$ cat src/pkg/acrb_pkg.sv
// constants, types and register map of the adc configuration register bank
// Summary of operation
// - reserved bits of every configuration register read as zero and ignore writes.
// - while force_all_analog is set all eight channels act as analog inputs whatever else is set.
// - writing one to offset_calibrate starts a calibration and the bit clears itself when it ends.
// - writing one to the write-only defaults trigger restores all defaults except the interrupt status and mask, and in the same cycle sets brownout_flag.
// - while fixed_pattern_output is set every data read returns the code 0xA5A.
// - append_tag_select code 01 appends the 4-bit channel id to each result and code 00 does not.
// - spi_mode_select picks clock polarity and phase, and the host clocks the link in that mode.
// - averaging_ratio code n averages two to the n samples, code 0 meaning no averaging.
// - oscillator_select zero picks the high-speed and one the low-power oscillator.
// - a four-bit read-write timing_divider feeds the timing control.
// - each channel_function_map bit makes its pin analog at zero and general-purpose at one.
// - each digital_direction_map bit makes its pin an input at zero and an output at one.
// - brownout_flag is set on brown-out or power cycling and cleared by writing one to it.
package acrb_pkg;
    // register indices, byte address is four times the index
    localparam logic [5:0] IDX_SYSTEM_STATUS = 6'h00;
    localparam logic [5:0] IDX_GENERAL_CONFIG = 6'h01;
    localparam logic [5:0] IDX_OUTPUT_DATA_CONFIG = 6'h02;
    localparam logic [5:0] IDX_AVERAGING_CONFIG = 6'h03;
    localparam logic [5:0] IDX_OPERATING_MODE_CONFIG = 6'h04;
    localparam logic [5:0] IDX_CHANNEL_FUNCTION_CONFIG = 6'h05;
    localparam logic [5:0] IDX_DIGITAL_DIRECTION_CONFIG = 6'h07;
    localparam logic [5:0] IDX_IRQ_STATUS = 6'h20;
    localparam logic [5:0] IDX_IRQ_MASK = 6'h21;
    // field positions
    localparam int BIT_FORCE_ALL_ANALOG = 2;
    localparam int BIT_OFFSET_CALIBRATE = 1;
    localparam int BIT_DEFAULTS_TRIGGER = 0;
    localparam int BIT_FIXED_PATTERN = 7;
    localparam int BIT_OSC_SELECT = 4;
    localparam int BIT_BROWNOUT = 0;
    localparam int BIT_STATUS_ONE = 7;
    // writable field masks, everything else reserved except the write-only defaults trigger
    localparam logic [7:0] MASK_GENERAL_CONFIG = 8'h06;
    localparam logic [7:0] MASK_OUTPUT_DATA_CONFIG = 8'hB3;
    localparam logic [7:0] MASK_AVERAGING_CONFIG = 8'h07;
    localparam logic [7:0] MASK_OPERATING_MODE_CONFIG = 8'h1F;
    localparam logic [2:0] MASK_IRQ = 3'h7;
    // reset values
    localparam logic [7:0] RST_CONFIG = 8'h00;
    localparam logic [7:0] RST_SYSTEM_STATUS = 8'h81;
    localparam logic [2:0] RST_IRQ = 3'h0;
    // data path constants
    localparam logic [11:0] FIXED_PATTERN_CODE = 12'hA5A;
    localparam logic [1:0] TAG_APPEND_CODE = 2'h1;
    // calibration time and its cycle count at 125 MHz
    localparam int CLK_PERIOD_PS = 8000;
    localparam int CAL_TIME_NS = 512;
    localparam int CAL_CYCLES = (CAL_TIME_NS * 1000 + CLK_PERIOD_PS - 1) / CLK_PERIOD_PS;
    // interrupt event bits
    localparam int EV_CAL_DONE = 0;
    localparam int EV_DEFAULTS_DONE = 1;
    localparam int EV_BROWNOUT = 2;
    // calibration sequencer states
    typedef enum logic [1:0] {
        CAL_IDLE = 2'b01,
        CAL_RUN = 2'b10
    } acrb_cal_state_t;
    // configuration handed to the converter core
    typedef struct packed {
        logic osc_low_power;
        logic [3:0] timing_divider;
        logic [2:0] averaging_ratio;
        logic [7:0] average_count;
        logic cpol;
        logic cpha;
        logic tag_enable;
    } acrb_cfg_t;
    // channel pin steering
    typedef struct packed {
        logic [7:0] is_gpio;
        logic [7:0] is_output;
    } acrb_pin_t;
endpackage

$ cat src/core/acrb_regs.sv
// apb register bank for adc configuration, channel steering and result formatting
//
// Register access over APB was decided locally.
`timescale 1ns/100ps
module acrb_regs
    import acrb_pkg::*;
#(
    parameter int NUM_CHANNELS = 8
)
(
    // apb clock and reset
    input wire logic pclk,
    input wire logic presetn,
    // apb slave
    input wire logic psel,
    input wire logic penable,
    input wire logic pwrite,
    input wire logic [31:0] paddr,
    input wire logic [31:0] pwdata,
    input wire logic [3:0] pstrb,
    output logic [31:0] prdata,
    output logic pready,
    output logic pslverr,
    // brown-out detector, asynchronous level
    input wire logic brownout_det,
    // converter core, same clock
    input wire logic result_valid,
    input wire logic [11:0] result_code,
    input wire logic [3:0] result_channel,
    output logic [15:0] data_word,
    output logic data_word_valid,
    output logic cal_active,
    output acrb_cfg_t cfg,
    output acrb_pin_t pins,
    // interrupt
    output logic irq
);

    // the pin steering structs are sized for eight channels
    // refused at elaboration rather than at run time
    generate
        if (NUM_CHANNELS != 8)
        begin : g_bad_channels
            $error("acrb_regs supports exactly eight channels");
        end
    endgenerate

    // register state
    logic force_all_analog_reg;
    logic offset_calibrate_reg;
    logic defaults_trigger_reg;
    logic [7:0] output_data_config_reg;
    logic [2:0] averaging_config_reg;
    logic [4:0] operating_mode_config_reg;
    logic [7:0] channel_function_map_reg;
    logic [7:0] digital_direction_map_reg;
    logic brownout_flag_reg;
    logic [2:0] irq_status_reg;
    logic [2:0] irq_mask_reg;
    acrb_cal_state_t cal_state_reg;
    logic [15:0] cal_count_reg;
    logic bo_sync1_reg;
    logic bo_sync2_reg;
    logic bo_seen_reg;

    // decoded bus strobes
    logic access;
    logic wr_en;
    logic rd_en;
    logic [5:0] idx;
    logic mapped;
    logic [7:0] wbyte;
    logic cal_done;
    logic bo_rise;
    logic [2:0] events;

    // byte address to register index, low bits must be zero
    function automatic logic [5:0] reg_index(input logic [31:0] addr);
        reg_index = addr[7:2];
    endfunction

    // true when the index names a register that exists
    function automatic logic is_mapped(input logic [31:0] addr);
        logic [5:0] i;
        i = reg_index(addr);
        is_mapped = (addr[31:8] == 24'h000000) && (addr[1:0] == 2'h0) &&
                    (i == IDX_SYSTEM_STATUS || i == IDX_GENERAL_CONFIG ||
                     i == IDX_OUTPUT_DATA_CONFIG || i == IDX_AVERAGING_CONFIG ||
                     i == IDX_OPERATING_MODE_CONFIG || i == IDX_CHANNEL_FUNCTION_CONFIG ||
                     i == IDX_DIGITAL_DIRECTION_CONFIG || i == IDX_IRQ_STATUS ||
                     i == IDX_IRQ_MASK);
    endfunction

    // zero wait state slave, errors only for holes in the map
    assign access = psel && penable;
    assign idx = reg_index(paddr);
    assign mapped = is_mapped(paddr);
    assign pready = access;
    assign pslverr = access && !mapped;
    assign wr_en = access && pwrite && mapped && pstrb[0];
    assign rd_en = access && !pwrite && mapped;
    assign wbyte = pwdata[7:0];

    // read mux, reserved bits come back as zero
    always_comb
    begin
        prdata = 32'h00000000;
        unique case (idx)
            IDX_SYSTEM_STATUS:
            begin
                prdata[BIT_STATUS_ONE] = 1'b1;
                prdata[BIT_BROWNOUT] = brownout_flag_reg;
            end
            IDX_GENERAL_CONFIG:
            begin
                // the defaults trigger is write only and reads zero
                prdata[BIT_FORCE_ALL_ANALOG] = force_all_analog_reg;
                prdata[BIT_OFFSET_CALIBRATE] = offset_calibrate_reg;
            end
            IDX_OUTPUT_DATA_CONFIG: prdata[7:0] = output_data_config_reg & MASK_OUTPUT_DATA_CONFIG;
            IDX_AVERAGING_CONFIG: prdata[2:0] = averaging_config_reg;
            IDX_OPERATING_MODE_CONFIG: prdata[4:0] = operating_mode_config_reg;
            IDX_CHANNEL_FUNCTION_CONFIG: prdata[7:0] = channel_function_map_reg;
            IDX_DIGITAL_DIRECTION_CONFIG: prdata[7:0] = digital_direction_map_reg;
            IDX_IRQ_STATUS: prdata[2:0] = irq_status_reg;
            IDX_IRQ_MASK: prdata[2:0] = irq_mask_reg;
            default: prdata = 32'h00000000;
        endcase
        if (!rd_en)
        begin
            prdata = 32'h00000000;
        end
    end

    // brown-out pin through two flops, the second and a third edge-detect flop are looked at
    always_ff @(posedge pclk or negedge presetn)
    begin
        if (!presetn)
        begin
            bo_sync1_reg <= 1'b0;
            bo_sync2_reg <= 1'b0;
            bo_seen_reg <= 1'b0;
        end
        else
        begin
            bo_sync1_reg <= brownout_det;
            bo_sync2_reg <= bo_sync1_reg;
            bo_seen_reg <= bo_sync2_reg;
        end
    end

    assign bo_rise = bo_sync2_reg && !bo_seen_reg;

    // defaults trigger lives one cycle, then the restore below takes place
    always_ff @(posedge pclk or negedge presetn)
    begin
        if (!presetn)
        begin
            defaults_trigger_reg <= 1'b0;
        end
        else
        begin
            defaults_trigger_reg <= wr_en && idx == IDX_GENERAL_CONFIG && wbyte[BIT_DEFAULTS_TRIGGER];
        end
    end

    // force flag; writable field only, reserved bits dropped
    always_ff @(posedge pclk or negedge presetn)
    begin
        if (!presetn)
        begin
            force_all_analog_reg <= RST_CONFIG[BIT_FORCE_ALL_ANALOG];
        end
        else if (defaults_trigger_reg)
        begin
            force_all_analog_reg <= RST_CONFIG[BIT_FORCE_ALL_ANALOG];
        end
        else if (wr_en && idx == IDX_GENERAL_CONFIG)
        begin
            force_all_analog_reg <= wbyte[BIT_FORCE_ALL_ANALOG];
        end
    end

    // calibration sequencer: the bit stays up until the timer runs out
    always_ff @(posedge pclk or negedge presetn)
    begin
        if (!presetn)
        begin
            cal_state_reg <= CAL_IDLE;
            cal_count_reg <= 16'h0000;
            offset_calibrate_reg <= 1'b0;
        end
        else if (defaults_trigger_reg)
        begin
            cal_state_reg <= CAL_IDLE;
            cal_count_reg <= 16'h0000;
            offset_calibrate_reg <= RST_CONFIG[BIT_OFFSET_CALIBRATE];
        end
        else
        begin
            unique case (cal_state_reg)
                CAL_IDLE:
                begin
                    if (wr_en && idx == IDX_GENERAL_CONFIG && wbyte[BIT_OFFSET_CALIBRATE])
                    begin
                        cal_state_reg <= CAL_RUN;
                        cal_count_reg <= 16'(CAL_CYCLES - 1);
                        offset_calibrate_reg <= 1'b1;
                    end
                end
                CAL_RUN:
                begin
                    // a second write of one while busy is absorbed by the running cycle
                    if (cal_count_reg == 16'h0000)
                    begin
                        cal_state_reg <= CAL_IDLE;
                        offset_calibrate_reg <= 1'b0;
                    end
                    else
                    begin
                        cal_count_reg <= cal_count_reg - 16'h0001;
                    end
                end
                default:
                begin
                    cal_state_reg <= CAL_IDLE;
                    offset_calibrate_reg <= 1'b0;
                end
            endcase
        end
    end

    assign cal_done = (cal_state_reg == CAL_RUN) && (cal_count_reg == 16'h0000);
    assign cal_active = offset_calibrate_reg;

    // data formatting, averaging and oscillator fields
    always_ff @(posedge pclk or negedge presetn)
    begin
        if (!presetn)
        begin
            output_data_config_reg <= RST_CONFIG;
            averaging_config_reg <= RST_CONFIG[2:0];
            operating_mode_config_reg <= RST_CONFIG[4:0];
        end
        else if (defaults_trigger_reg)
        begin
            output_data_config_reg <= RST_CONFIG;
            averaging_config_reg <= RST_CONFIG[2:0];
            operating_mode_config_reg <= RST_CONFIG[4:0];
        end
        else if (wr_en)
        begin
            if (idx == IDX_OUTPUT_DATA_CONFIG)
            begin
                output_data_config_reg <= wbyte & MASK_OUTPUT_DATA_CONFIG;
            end
            if (idx == IDX_AVERAGING_CONFIG)
            begin
                averaging_config_reg <= wbyte[2:0] & MASK_AVERAGING_CONFIG[2:0];
            end
            if (idx == IDX_OPERATING_MODE_CONFIG)
            begin
                operating_mode_config_reg <= wbyte[4:0] & MASK_OPERATING_MODE_CONFIG[4:0];
            end
        end
    end

    // channel function and direction maps, full bytes
    always_ff @(posedge pclk or negedge presetn)
    begin
        if (!presetn)
        begin
            channel_function_map_reg <= RST_CONFIG;
            digital_direction_map_reg <= RST_CONFIG;
        end
        else if (defaults_trigger_reg)
        begin
            channel_function_map_reg <= RST_CONFIG;
            digital_direction_map_reg <= RST_CONFIG;
        end
        else if (wr_en)
        begin
            if (idx == IDX_CHANNEL_FUNCTION_CONFIG)
            begin
                channel_function_map_reg <= wbyte;
            end
            if (idx == IDX_DIGITAL_DIRECTION_CONFIG)
            begin
                digital_direction_map_reg <= wbyte;
            end
        end
    end

    // brownout flag: power-on reset value is one, a set beats a clear in the same cycle
    always_ff @(posedge pclk or negedge presetn)
    begin
        if (!presetn)
        begin
            brownout_flag_reg <= RST_SYSTEM_STATUS[BIT_BROWNOUT];
        end
        else if (bo_rise || defaults_trigger_reg)
        begin
            brownout_flag_reg <= 1'b1;
        end
        else if (wr_en && idx == IDX_SYSTEM_STATUS && wbyte[BIT_BROWNOUT])
        begin
            brownout_flag_reg <= 1'b0;
        end
    end

    // per-channel steering, force overrides both maps
    genvar ch;
    generate
        for (ch = 0; ch < NUM_CHANNELS; ch++)
        begin : g_pin
            assign pins.is_gpio[ch] = channel_function_map_reg[ch] && !force_all_analog_reg;
            assign pins.is_output[ch] = pins.is_gpio[ch] && digital_direction_map_reg[ch];
        end
    endgenerate

    // configuration to the converter core and the spi shifter
    assign cfg.osc_low_power = operating_mode_config_reg[BIT_OSC_SELECT];
    assign cfg.timing_divider = operating_mode_config_reg[3:0];
    assign cfg.averaging_ratio = averaging_config_reg;
    assign cfg.average_count = 8'h01 << averaging_config_reg;
    assign cfg.cpol = output_data_config_reg[1];
    assign cfg.cpha = output_data_config_reg[0];
    // reserved tag codes fall back to no tag so the frame length stays known
    assign cfg.tag_enable = output_data_config_reg[5:4] == TAG_APPEND_CODE;

    // result word: code in the top twelve bits, tag in the low four or zero
    always_ff @(posedge pclk or negedge presetn)
    begin
        if (!presetn)
        begin
            data_word <= 16'h0000;
            data_word_valid <= 1'b0;
        end
        else
        begin
            data_word_valid <= result_valid;
            if (result_valid)
            begin
                if (output_data_config_reg[BIT_FIXED_PATTERN])
                begin
                    data_word[15:4] <= FIXED_PATTERN_CODE;
                end
                else
                begin
                    data_word[15:4] <= result_code;
                end
                data_word[3:0] <= cfg.tag_enable ? result_channel : 4'h0;
            end
        end
    end

    // interrupt events
    always_comb
    begin
        events = 3'h0;
        events[EV_CAL_DONE] = cal_done;
        events[EV_DEFAULTS_DONE] = defaults_trigger_reg;
        events[EV_BROWNOUT] = bo_rise;
    end

    // sticky status cleared by reading it; an event in that cycle survives
    always_ff @(posedge pclk or negedge presetn)
    begin
        if (!presetn)
        begin
            irq_status_reg <= RST_IRQ;
        end
        else if (rd_en && idx == IDX_IRQ_STATUS)
        begin
            irq_status_reg <= events;
        end
        else
        begin
            irq_status_reg <= irq_status_reg | events;
        end
    end

    // mask register is not touched by the defaults trigger, it is bus plumbing
    always_ff @(posedge pclk or negedge presetn)
    begin
        if (!presetn)
        begin
            irq_mask_reg <= RST_IRQ;
        end
        else if (wr_en && idx == IDX_IRQ_MASK)
        begin
            irq_mask_reg <= wbyte[2:0] & MASK_IRQ;
        end
    end

    assign irq = |(irq_status_reg & irq_mask_reg);

endmodule

$ cat config.mk
export PLATFORM = sky130hd
export DESIGN_NAME = acrb_regs
export DESIGN_NICKNAME = d
export VERILOG_FILES = /design/src/pkg/acrb_pkg.sv /design/src/core/acrb_regs.sv
export SDC_FILE = /design/constraint.sdc
export NUM_CORES = 1
export LEC_CHECK = 0
export BUFFER_PORTS_ARGS = -buffer_cell sky130_fd_sc_hd__buf_2
export CAP_MARGIN = 30
export CORE_UTILIZATION = 35
export CTS_CLUSTER_DIAMETER = 40
export CTS_CLUSTER_SIZE = 12
export DETAILED_ROUTE_END_ITERATION = 6
export GPL_TIMING_DRIVEN = 0
export HOLD_SLACK_MARGIN = 0.08
export PLACE_DENSITY_LB_ADDON = 0.25
export SLEW_MARGIN = 20
export SYNTH_ARGS = -nofsm -noshare
export SYNTH_HDL_FRONTEND = slang
export SYNTH_SLANG_ARGS = --single-unit
export TNS_END_PERCENT = 20
$ cat constraint.sdc
create_clock -name pclk -period 3.4 [get_ports pclk]
set_clock_uncertainty 0.2 [all_clocks]
set_input_delay 1.02 -clock pclk [delete_from_list [all_inputs] [get_ports pclk]]
set_output_delay 1.02 -clock pclk [all_outputs]
set_load 0.05 [all_outputs]
=== Word-level counts from Yosys, hierarchy flattened ===
Index checks and enable logic that the tools add are counted.

* Shift operators: 1
* Bitwise logic cells: 2
* Reductions and logical operators: 68
* Mux-type cells: 40
* Eq/ne operators: 14
* Add/subtract/negate cells: 1

{| class="wikitable"
|+ Operator list
! kind !! count
|-
| 8-bit 2-to-1 mux || 10
|-
| 16-bit 2-to-1 mux || 3
|-
| 1-bit logical AND || 34
|-
| 16-bit case mux with 2 select lines || 1
|-
| 24-bit logical NOT || 1
|-
| 6-bit by 3-bit equality test with 1-bit output (second input constant) || 3
|-
| 16-bit logical NOT || 1
|-
| 2-bit case mux with 8 select lines || 1
|-
| 2-bit nonzero test || 8
|-
| 16-bit by 1-bit subtractor with 16-bit output (second input constant) || 1
|-
| 5-bit 2-to-1 mux || 3
|-
| 6-bit by 2-bit equality test with 1-bit output (second input constant) || 2
|-
| 6-bit equality test (second input constant) || 2
|-
| 12-bit 2-to-1 mux || 1
|-
| 3-bit 2-to-1 mux || 4
|-
| 2-bit AND reduction || 6
|-
| 1-bit logical OR || 9
|-
| 3-bit != test (second input constant) || 3
|-
| 1-bit case mux with 8 select lines || 1
|-
| 2-bit case mux with 4 select lines || 1
|-
| 1-bit by 3-bit << shifter with 8-bit output (first input constant) || 1
|-
| 1-bit 2-to-1 mux || 7
|-
| 6-bit by 1-bit equality test with 1-bit output (second input constant) || 1
|-
| 6-bit logical NOT || 1
|-
| 15 further kinds || 21
|}

* Logic and storage cells: 144
* Output and inout port bits: 88
* Register bits: 80

=== Logic depth before layout (Yosys ltp) ===
Gate-level depths: netlist of the first run.

* Word-level depth: 17
* Depth in mapped cells: 7
* Mapped depth without buffers: 7

=== Worst setup path after synthesis of the first run ===
OpenSTA, ideal clock, no wires.

* Path type: input port to output port
* From: in paddr[15]
* To: out prdata[6]
* Path buffers: 1
* Stages: 6
* Setup slack: -1.120 ns
* Arrival: 3.300 ns
* Cell sequence: nor4_1 -> nand4_1 -> nor4b_1 -> buf_2 -> nand2_1 -> nor3_1

* Word-level cells in the longest chain between the ends: 5

{| class="wikitable"
|+ Ends and longest elaborated chain
! element !! line !! source
|-
| start, declared || acrb_regs.sv:18 || <nowiki>input wire logic [31:0] paddr,</nowiki>
|-
| 24-bit logical NOT || acrb_regs.sv:86 || <nowiki>is_mapped = (addr[31:8] == 24'h000000) && (addr[1:0] == 2'h0) &&</nowiki>
|-
| 1-bit logical AND (2 in a row) || acrb_regs.sv:86 ||
|-
| 1-bit logical AND || acrb_regs.sv:101 || <nowiki>assign rd_en = access && !pwrite && mapped;</nowiki>
|-
| 8-bit 2-to-1 mux || acrb_regs.sv:129 || <nowiki>if (!rd_en)</nowiki>
|-
| end, declared || acrb_regs.sv:21 || <nowiki>output logic [31:0] prdata,</nowiki>
|}

Every way passes these cells.

=== Worst setup path in the final report of the first run ===
* From: in paddr[14]
* To: out prdata[1]

The elaborated chain is that of the path after synthesis.

==> run summary, run 1 <==
Non-filler cells, final: 757
Top-count cell post-synth: dfrtp_1
Unrepaired setup endpoints after global routing: yes
Critical Path RT: 2180 ps
Final Worst Setup Slack: -423 ps
Async SR Flop Fraction: 1.00
Final Slew Violations: 0
Wire length per cell: 15.7 um
Final period util: 1.12
GRT Util Overall: 0.194
R2r worst-path depth: 7
Main area contributors after synthesis: dfrtp_1 (43%), mux2i_1 (8.2%), nand2b_1 (6.7%)
Drt first pass iters: 5
Die width: 112 um
Synth cell types: 52
Slew headroom: 0.528
Reg clk slew, reported paths: 50 ps
Root Driver: clkbuf_16
RR Startpoint: cal_count_reg[0]$_DFFE_PN0P_
Setup-failing EPs final: 9
Failing checks: setup timing
First-pass GRT wire length: 19200 um
Worst EP arrival: 2600 ps
Crit-path max FO: 8
GRT Residual Overflow: 0
Layout cells sized above 1: 0.347
F_max: 0.262 GHz
Synth area leader: dfrtp_1
Final WL: 11900 um
Post-synthesis cell count: 446
Worst Setup SP: paddr[14]
Post-synth top area share: 0.433
ANT nets after route: 0
Synthesis-to-finish area growth: 37.3%
Final Hold Vio Count: 0
Antenna cells: 0
Hold Worst Slack: 147 ps
Yosys warning total: 0
Insertion delay to the later sink of the worst-skew pair: 330 ps
Register area share after synthesis: 0.446
Worst slew pin tran: 706 ps
Io pins: 179
Dpl cell area: 5370 um2
CTS Buffer Depth: 2
Max H-tree Level: 3
Row cnt: 39
Sink Count: 76
Crit. End Element: primary output
Kind of critical path: primary input to primary output
Post-DP HPWL: 8830 um
CTS tree: done
Initial antenna violation count: 0
Fin area: 5870 um2
EDFF count, synth: 0
Vias in the first global route: 3779
Status: finished with violations
Footprint of the multi-input gates: 2330 um2
R2R setup slack: 480 ps
Crit start category: primary input
Initial Utilization: 0.366
Min-delay worst type: flip-flop to flip-flop
Die Ht: 112 um
Max-cap violations: 0
Core Region: 11700 um2
Commonest cells post-synth: dfrtp_1 (74), nand2b_1 (46), nor2_1 (36)
Synth Register Bits: 76
Via Count: 3875
Crit path to: prdata[1]
Nets: 701
GP Congestion: 0.822
Post-layout minimum cycle time: 3820 ps
Largest net degree at the start of global routing: 44
I/O Buffers: 125
Worst r2r dst: cal_count_reg[15]$_DFFE_PN0P_
DRC viols: 0
Synth Area per Inst: 9.58 um2
Die footprint: 12700 um2
Vias per cell: 5.12
Cts hold-fix bufs: 0
Register Area: 1900 um2
Worst vdd ir: 0.248 mV
Mapped cell area: 4270 um2
# fillers: 1095
Main flop type after synthesis: dfrtp_1
CTS buffer count: 9
Iteration-0 DRC Markers: 207
Leakage power: 2.91 nW
Placed insts: 738
Pwr dens: 371 nW/um2
[per-stage QoR]
step                      setup TNS, ps  total power [mW]  worst slack (ps)   util
after CTS                         -3700              2.20              -463  0.502
after detailed placement          -6500              1.16              -841  0.460
after global routing              -3980              2.25              -492  0.503
after global placement            -6230              1.15              -885  0.458
final                             -3330              2.18              -423  0.503
after floorplan                   -2010              1.07              -302      -
[report_power, final]
group	leakage, nW	internal, mW	switching, mW
logic	1.93	0.0761	0.146
registers	0.812	0.915	0.0109
clock network	0.162	0.662	0.366
total	2.91	1.65	0.523
[cell families (layout without fill, tap and decap cells)]
group	after synthesis	in the layout	synth area share
adders and majority gates	1	1	0.00293
xor gates and xnor gates	1	1	0.00205
AOI/OAI and AO/OA	72	72	0.118
DFF	76	76	0.446
buffers and inverters	66	211	0.0811
other	1	24	0.000878
muxes	41	41	0.0978
and+or+nand+nor	188	188	0.251
[cell usage in the layout (no fill, tap or decap), types with 4 or more instances in the layout]
cell type,count
buf_6,13
nor4_4,4
a21o_1,4
inv_1,19
mux2_2,6
a222oi_1,5
buf_4,32
nor4_1,6
mux2i_1,35
nand3_1,5
nor2b_1,11
nand3b_1,7
nand2b_1,46
clkbuf_16,9
or4_1,5
and2_1,8
a31oi_1,5
or3_1,4
conb_1,24
nand4_1,5
a211oi_1,4
buf_2,110
nor2_1,31
nor2_4,4
o22ai_1,4
dfrtp_1,74
clkbuf_1,17
nor3_1,5
and3_1,6
nand2_1,20
a21oi_1,17
o21ai_0,10
[cell type report]
type	instances	area share
Multi-Input combinational cell	327	0.398
Sequential cell	76	0.325
Timing Repair Buffer	129	0.131
Buffer	47	0.0484
Clock buffer	10	0.0407
Tap cell	143	0.0305
Clock inverter	6	0.0149
Inverter	19	0.0122
[critical path: stages]
cell     delay, ps
buf_6           90
nor4_4         260
nand4_1        140
buf_6          160
nor4b_4        210
buf_4          190
nand2_8        120
a31oi_4        210
buf_6          180
[per-layer routing]
metal	wire length [um]	up-vias	GRT usage
met5	0	-	0
met4	258	0	0.0720
met1	5300	1845	0.252
met2	5610	144	0.314
met3	701	18	0.0454
li1	-	1868	-
[worst min-delay path by stage]
stage                      startpoint                endpoint  slack (ps)  cells past startpoint
2_1_floorplan  bo_sync1_reg$_DFF_PN0_  bo_sync2_reg$_DFF_PN0_         130                      0
3_3_place_gp   bo_sync1_reg$_DFF_PN0_  bo_sync2_reg$_DFF_PN0_         140                      0
3_5_place_dp   bo_sync1_reg$_DFF_PN0_  bo_sync2_reg$_DFF_PN0_         130                      0
4_1_cts        bo_sync1_reg$_DFF_PN0_  bo_sync2_reg$_DFF_PN0_         150                      0
5_1_grt        bo_sync1_reg$_DFF_PN0_  bo_sync2_reg$_DFF_PN0_         160                      0
6_report       bo_sync1_reg$_DFF_PN0_  bo_sync2_reg$_DFF_PN0_         150                      0
[timing repair]
action	CTS	global route
pin swaps	9	4
resized for setup	34	5
endpoints found under the hold margin	0	0
buffers inserted	3	0
setup endpoints to repair	9	9
(Power assumes the default switching activity.)
==> run 2: changes to the inputs <==
--- a/config.mk
+++ b/config.mk
@@ -13,8 +13,6 @@
 export DETAILED_ROUTE_END_ITERATION = 6
 export GPL_TIMING_DRIVEN = 0
 export HOLD_SLACK_MARGIN = 0.08
-export PLACE_DENSITY_LB_ADDON = 0.25
-export SLEW_MARGIN = 20
 export SYNTH_ARGS = -nofsm -noshare
 export SYNTH_HDL_FRONTEND = slang
 export SYNTH_SLANG_ARGS = --single-unit
==> run summary, run 2 (synthesized netlist as in run 1, its figures left out) <==
Status: finished with violations (unchanged)
Failing checks: setup timing (unchanged)
Layout cells sized above 1: 0.350 (was 0.347)
Die footprint: 12700 um2 (unchanged)
Drt first pass iters: 7 (was 5)
Dpl cell area: 5360 um2 (was 5370 um2)
Leakage power: 2.89 nW (was 2.91 nW)
Int Pwr: 1.67 mW (was 1.65 mW)
R2R setup slack: 480 ps (about the same)
Kind of critical path: primary input to primary output (unchanged)
Final Hold Vio Count: 0 (unchanged)
Die Ht: 112 um (unchanged)
Vias per cell: 5.18 (was 5.12)
Core Region: 11700 um2 (unchanged)
Via Count: 3920 (was 3875)
Post-layout minimum cycle time: 3860 ps (was 3820 ps)
GRT Util Overall: 0.200 (was 0.194)
Slew headroom: 0.482 (was 0.528)
Non-filler cells, final: 757 (unchanged)
Iteration-0 DRC Markers: 286 (was 207)
Largest net degree at the start of global routing: 42 (was 44)
Flop pwr share: 0.423 (was 0.426)
Final WL: 12100 um (was 11900 um)
F_max: 0.259 GHz (was 0.262 GHz)
Switch Pwr: 0.523 mW (about the same)
Worst EP arrival: 2640 ps (was 2600 ps)
Initial Utilization: 0.366 (unchanged)
Worst vdd ir: 0.164 mV (was 0.248 mV)
Insertion delay to the later sink of the worst-skew pair: 330 ps (about the same)
Clock share of power: 0.474 (was 0.472)
Wire length per cell: 16.0 um (was 15.7 um)
Critical Path RT: 2180 ps (about the same)
Fin area: 5880 um2 (was 5870 um2)
Io pins: 179 (unchanged)
Unrepaired setup endpoints after global routing: yes (unchanged)
Post-DP HPWL: 8990 um (was 8830 um)
Max-cap violations: 0 (unchanged)
Setup-failing EPs final: 9 (unchanged)
Most common cell after layout, fill and taps aside: buf_2 (unchanged)
Nets: 702 (was 701)
Crit start category: primary input (unchanged)
Pwr dens: 373 nW/um2 (was 371 nW/um2)
Worst r2r dst: cal_count_reg[15]$_DFFE_PN0P_ (unchanged)
Vias in the first global route: 3849 (was 3779)
Synthesis-to-finish area growth: 37.6% (was 37.3%)
Row cnt: 39 (unchanged)
Crit-path max FO: 5 (was 8)
GP Congestion: 0.818 (was 0.822)
Setup TNS: -3320 ps (was -3330 ps)
Final period util: 1.14 (was 1.12)
Worst slew pin tran: 775 ps (was 706 ps)
Crit. End Element: primary output (unchanged)
CTS buffer count: 9 (unchanged)
RR Startpoint: cal_count_reg[0]$_DFFE_PN0P_ (unchanged)
Root Driver: clkbuf_16 (unchanged)
CTS tree: done (unchanged)
Hold Worst Slack: 168 ps (was 147 ps)
Final Slew Violations: 0 (unchanged)
Reg clk slew, reported paths: 60 ps (was 50 ps)
Die width: 112 um (unchanged)
First-pass GRT wire length: 19800 um (was 19200 um)
Sw frac: 0.239 (was 0.240)
Sink Count: 76 (unchanged)
Placed insts: 738 (unchanged)
Antenna cells: 0 (unchanged)
Max H-tree Level: 3 (unchanged)
Initial antenna violation count: 0 (unchanged)
Commonest non-fill, non-tap cells in the layout: buf_2 (111), dfrtp_1 (74), nand2b_1 (46), mux2i_1 (35), buf_4 (34) (was buf_2 (110), dfrtp_1 (74), nand2b_1 (46), mux2i_1 (35), buf_4 (32))
Logic pwr share: 0.103 (was 0.102)
CTS Buffer Depth: 2 (unchanged)
Worst Setup SP: paddr[6] (was paddr[14])
R2r worst-path depth: 7 (unchanged)
Min-delay worst type: flip-flop to flip-flop (unchanged)
GRT Residual Overflow: 0 (unchanged)
ANT nets after route: 0 (unchanged)
I/O Buffers: 125 (unchanged)
Final Worst Setup Slack: -465 ps (was -423 ps)
DRC viols: 0 (unchanged)
Worst slack, placed: -856 ps (was -841 ps)
Crit path to: prdata[0] (was prdata[1])
[run 2: worst max-delay path: stages]
cell and delay (ps):
buf_2 140, or4_4 570, nor3_2 310, a222oi_1 210
a31oi_4 210, buf_6 180
[run 2: layout make-up]
cell class	instances	area, um2
multi-input combinational	327	2360
inverter	19	71.3
timing repair buffer	130	756
tap	143	179
clock buffer	11	253
fill	1060	5780
buffer	47	284
sequential	76	1900
clock inverter	4	72.6
[run 2: stage by stage]
step / utilization / power [mW]
finish: 0.504 / 2.19
global route: 0.504 / 2.26
CTS: 0.500 / 2.20
detailed placement: 0.460 / 1.15
global placement: 0.458 / 1.15
floorplan: - / 1.07
[run 2: what timing repair did]
item | 4_1_cts | 5_1_grt
resized for setup | 33 | 7
endpoints found under the setup margin | 9 | 9
buffers inserted | 2 | 2
hold buffers | 0 | 0
gates cloned | 0 | 0
pin swaps | 5 | 2
[run 2: worst min-delay path by stage]
stage | startpoint | cells past startpoint | to
3_5_place_dp | bo_sync1_reg$_DFF_PN0_ | 0 | bo_sync2_reg$_DFF_PN0_
3_3_place_gp | bo_sync1_reg$_DFF_PN0_ | 0 | bo_sync2_reg$_DFF_PN0_
5_1_grt | bo_sync1_reg$_DFF_PN0_ | 0 | bo_sync2_reg$_DFF_PN0_
2_1_floorplan | bo_sync1_reg$_DFF_PN0_ | 0 | bo_sync2_reg$_DFF_PN0_
4_1_cts | bo_sync1_reg$_DFF_PN0_ | 0 | bo_sync2_reg$_DFF_PN0_
6_report | bo_sync1_reg$_DFF_PN0_ | 0 | bo_sync2_reg$_DFF_PN0_
[run 2: layer usage]
| metal | track usage | up-vias | share of wire |
|---|---|---|---|
| met5 | 0 | - | 0 |
| met4 | 0.0924 | 0 | 0.028 |
| met3 | 0.0297 | 24 | 0.057 |
| met2 | 0.315 | 159 | 0.46 |
| met1 | 0.273 | 1868 | 0.45 |
| li1 | - | 1869 | - |
[run 2: power groups by stage]
| stage | clock [mW] | combinational (mW) | sequential [mW] |
|---|---|---|---|
| floorplan | 0 | 0.129 | 0.942 |
| global placement | 0 | 0.207 | 0.941 |
| detailed placement | 0 | 0.213 | 0.942 |
| CTS | 1.06 | 0.222 | 0.926 |
| global route | 1.09 | 0.242 | 0.928 |
| finish | 1.04 | 0.225 | 0.926 |
==> run 3: changes to the inputs <==
--- a/config.mk
+++ b/config.mk
@@ -8,6 +8,7 @@
 export BUFFER_PORTS_ARGS = -buffer_cell sky130_fd_sc_hd__buf_2
 export CAP_MARGIN = 30
 export CORE_UTILIZATION = 35
+export CTS_BUF_LIST = sky130_fd_sc_hd__clkbuf_8
 export CTS_CLUSTER_DIAMETER = 40
 export CTS_CLUSTER_SIZE = 12
 export DETAILED_ROUTE_END_ITERATION = 6
==> run summary, run 3 (synthesized netlist as in run 1, its figures left out) <==
Slew headroom: 0.512 (was 0.482)
Post-layout minimum cycle time: 3830 ps (was 3860 ps)
GP Congestion: 0.818 (unchanged)
Final Worst Setup Slack: -426 ps (was -465 ps)
Wire length per cell: 15.9 um (was 16.0 um)
Critical Path RT: 2180 ps (about the same)
Die width: 112 um (unchanged)
Util after Layout: 0.494 (was 0.504)
Final WL: 12100 um (about the same)
Post-DP HPWL: 8990 um (unchanged)
Total power: 1.93 mW (was 2.19 mW)
Sink Count: 76 (unchanged)
Leakage power: 2.84 nW (was 2.89 nW)
CTS buffer count: 9 (unchanged)
Crit. End Element: primary output (unchanged)
Unrepaired setup endpoints after global routing: yes (unchanged)
Root Driver: clkbuf_8 (was clkbuf_16)
Min-delay worst type: flip-flop to flip-flop (unchanged)
Final period util: 1.13 (was 1.14)
CTS tree: done (unchanged)
F_max: 0.261 GHz (was 0.259 GHz)
ANT nets after route: 0 (unchanged)
Final Hold Vio Count: 0 (unchanged)
Drt first pass iters: 4 (was 7)
Fraction of met3 tracks used by global routing: 0.0346 (was 0.0297)
Failing checks: setup timing (unchanged)
Io pins: 179 (unchanged)
Insertion delay to the later sink of the worst-skew pair: 350 ps (was 330 ps)
First-pass GRT wire length: 19700 um (was 19800 um)
Iteration-0 DRC Markers: 263 (was 286)
Initial antenna violation count: 0 (unchanged)
Layout cells sized above 1: 0.347 (was 0.350)
GRT Residual Overflow: 0 (unchanged)
Max-cap violations: 0 (unchanged)
Initial Utilization: 0.366 (unchanged)
Via Count: 3882 (was 3920)
Grt met2 use: 0.319 (was 0.315)
GR peak layer: met2 (unchanged)
Setup-failing EPs final: 9 (unchanged)
GRT Util Overall: 0.200 (about the same)
Vias in the first global route: 3805 (was 3849)
Worst vdd ir: 0.194 mV (was 0.164 mV)
Vias per cell: 5.13 (was 5.18)
Crit-path max FO: 8 (was 5)
Worst-path cell chain: buf_2 > nor4_4 > nand4_1 > nor4b_2 > buf_4 > nand2_8 > a31oi_4 > buf_6 (was buf_2 > or4_4 > nor3_2 > a222oi_1 > a31oi_4 > buf_6)
Final Slew Violations: 0 (unchanged)
Kind of critical path: primary input to primary output (unchanged)
Grt met1 use: 0.274 (was 0.273)
Largest net degree at the start of global routing: 42 (unchanged)
CP max-delay cell: nor4b_2 (was or4_4)
Dpl cell area: 5360 um2 (unchanged)
Row cnt: 39 (unchanged)
Synthesis-to-finish area growth: 34.9% (was 37.6%)
Worst EP arrival: 2610 ps (was 2640 ps)
Antenna cells: 0 (unchanged)
Reg clk slew, reported paths: 80 ps (was 60 ps)
CTS Buffer Depth: 2 (unchanged)
Slowest stage delay, CP: 290 ps (was 570 ps)
Max H-tree Level: 3 (unchanged)
Status: finished with violations (unchanged)
Commonest non-fill, non-tap cells in the layout: buf_2 (112), dfrtp_1 (74), nand2b_1 (46), mux2i_1 (35), buf_4 (33) (was buf_2 (111), dfrtp_1 (74), nand2b_1 (46), mux2i_1 (35), buf_4 (34))
Die footprint: 12700 um2 (unchanged)
Crit start category: primary input (unchanged)
Nets: 702 (unchanged)
DRC viols: 0 (unchanged)
Worst slack, placed: -856 ps (unchanged)
Pwr dens: 335 nW/um2 (was 373 nW/um2)
Worst slew pin tran: 730 ps (was 775 ps)
I/O Buffers: 125 (unchanged)
Core Region: 11700 um2 (unchanged)
Fin area: 5760 um2 (was 5880 um2)
Die Ht: 112 um (unchanged)
Most common cell after layout, fill and taps aside: buf_2 (unchanged)
==> run 3: metal layers <==
metal | up-vias | wire [um]
li1 | 1861 | -
met1 | 1871 | 5610
met2 | 136 | 5610
met3 | 14 | 623
met4 | 0 | 210
met5 | - | 0
==> run 3: worst paths after layout <==
check / from / to / slack (ps) / cells past startpoint
max in group asynchronous: presetn / cal_state_reg[0]$_DFFE_PN1P_ / 1930 / 2
min in group asynchronous: presetn / digital_direction_map_reg[5]$_DFFE_PN0P_ / 430 / 1
worst min register to register: bo_sync1_reg$_DFF_PN0_ / bo_sync2_reg$_DFF_PN0_ / 180 / 0
worst max register to register: cal_count_reg[0]$_DFFE_PN0P_ / cal_count_reg[15]$_DFFE_PN0P_ / 510 / 7
worst max-delay path: paddr[9] / prdata[0] / -430 / 8
worst min-delay path: bo_sync1_reg$_DFF_PN0_ / bo_sync2_reg$_DFF_PN0_ / 180 / 0
==> run 3: timing repair <==
action,4_1_cts,5_1_grt
setup endpoints to repair,9,9
hold buffers,0,0
pin swaps,5,2
hold endpoints to repair,0,0
gates resized for setup,32,5
buffers inserted,2,2
cloned,0,0
==> run 3: layout make-up <==
class	instances	area, um2
Buffer	47	282
Clock buffer	11	151
Clock inverter	4	72.6
Fill cell	1076	5900
Inverter	19	71.3
Multi-Input combinational cell	327	2350
Sequential cell	76	1900
Tap cell	143	179
Timing Repair Buffer	130	756
==> run 3: report_power, final <==
part	switching (mW)	internal, mW
clock	0.336	0.448
sequential	0.0110	0.914
combinational	0.150	0.0744
total	0.496	1.44
==> run 3: worst max-delay path: cells and delay by family <==
family	cells	cell delay (ps)
buffers and inverters	3	490
and+or+nand+nor	4	870
AOI/OAI and AO/OA	1	220
==> run 3: metrics by stage <==
stage                     std cells  hold slack (ps)  TNS (ps)
after floorplan                 469              131     -2010
after global placement          737              135     -6550
after detailed placement        738              154     -7010
after CTS                       755              175     -3290
after global routing            757              189     -3740
final                           757              176     -3320
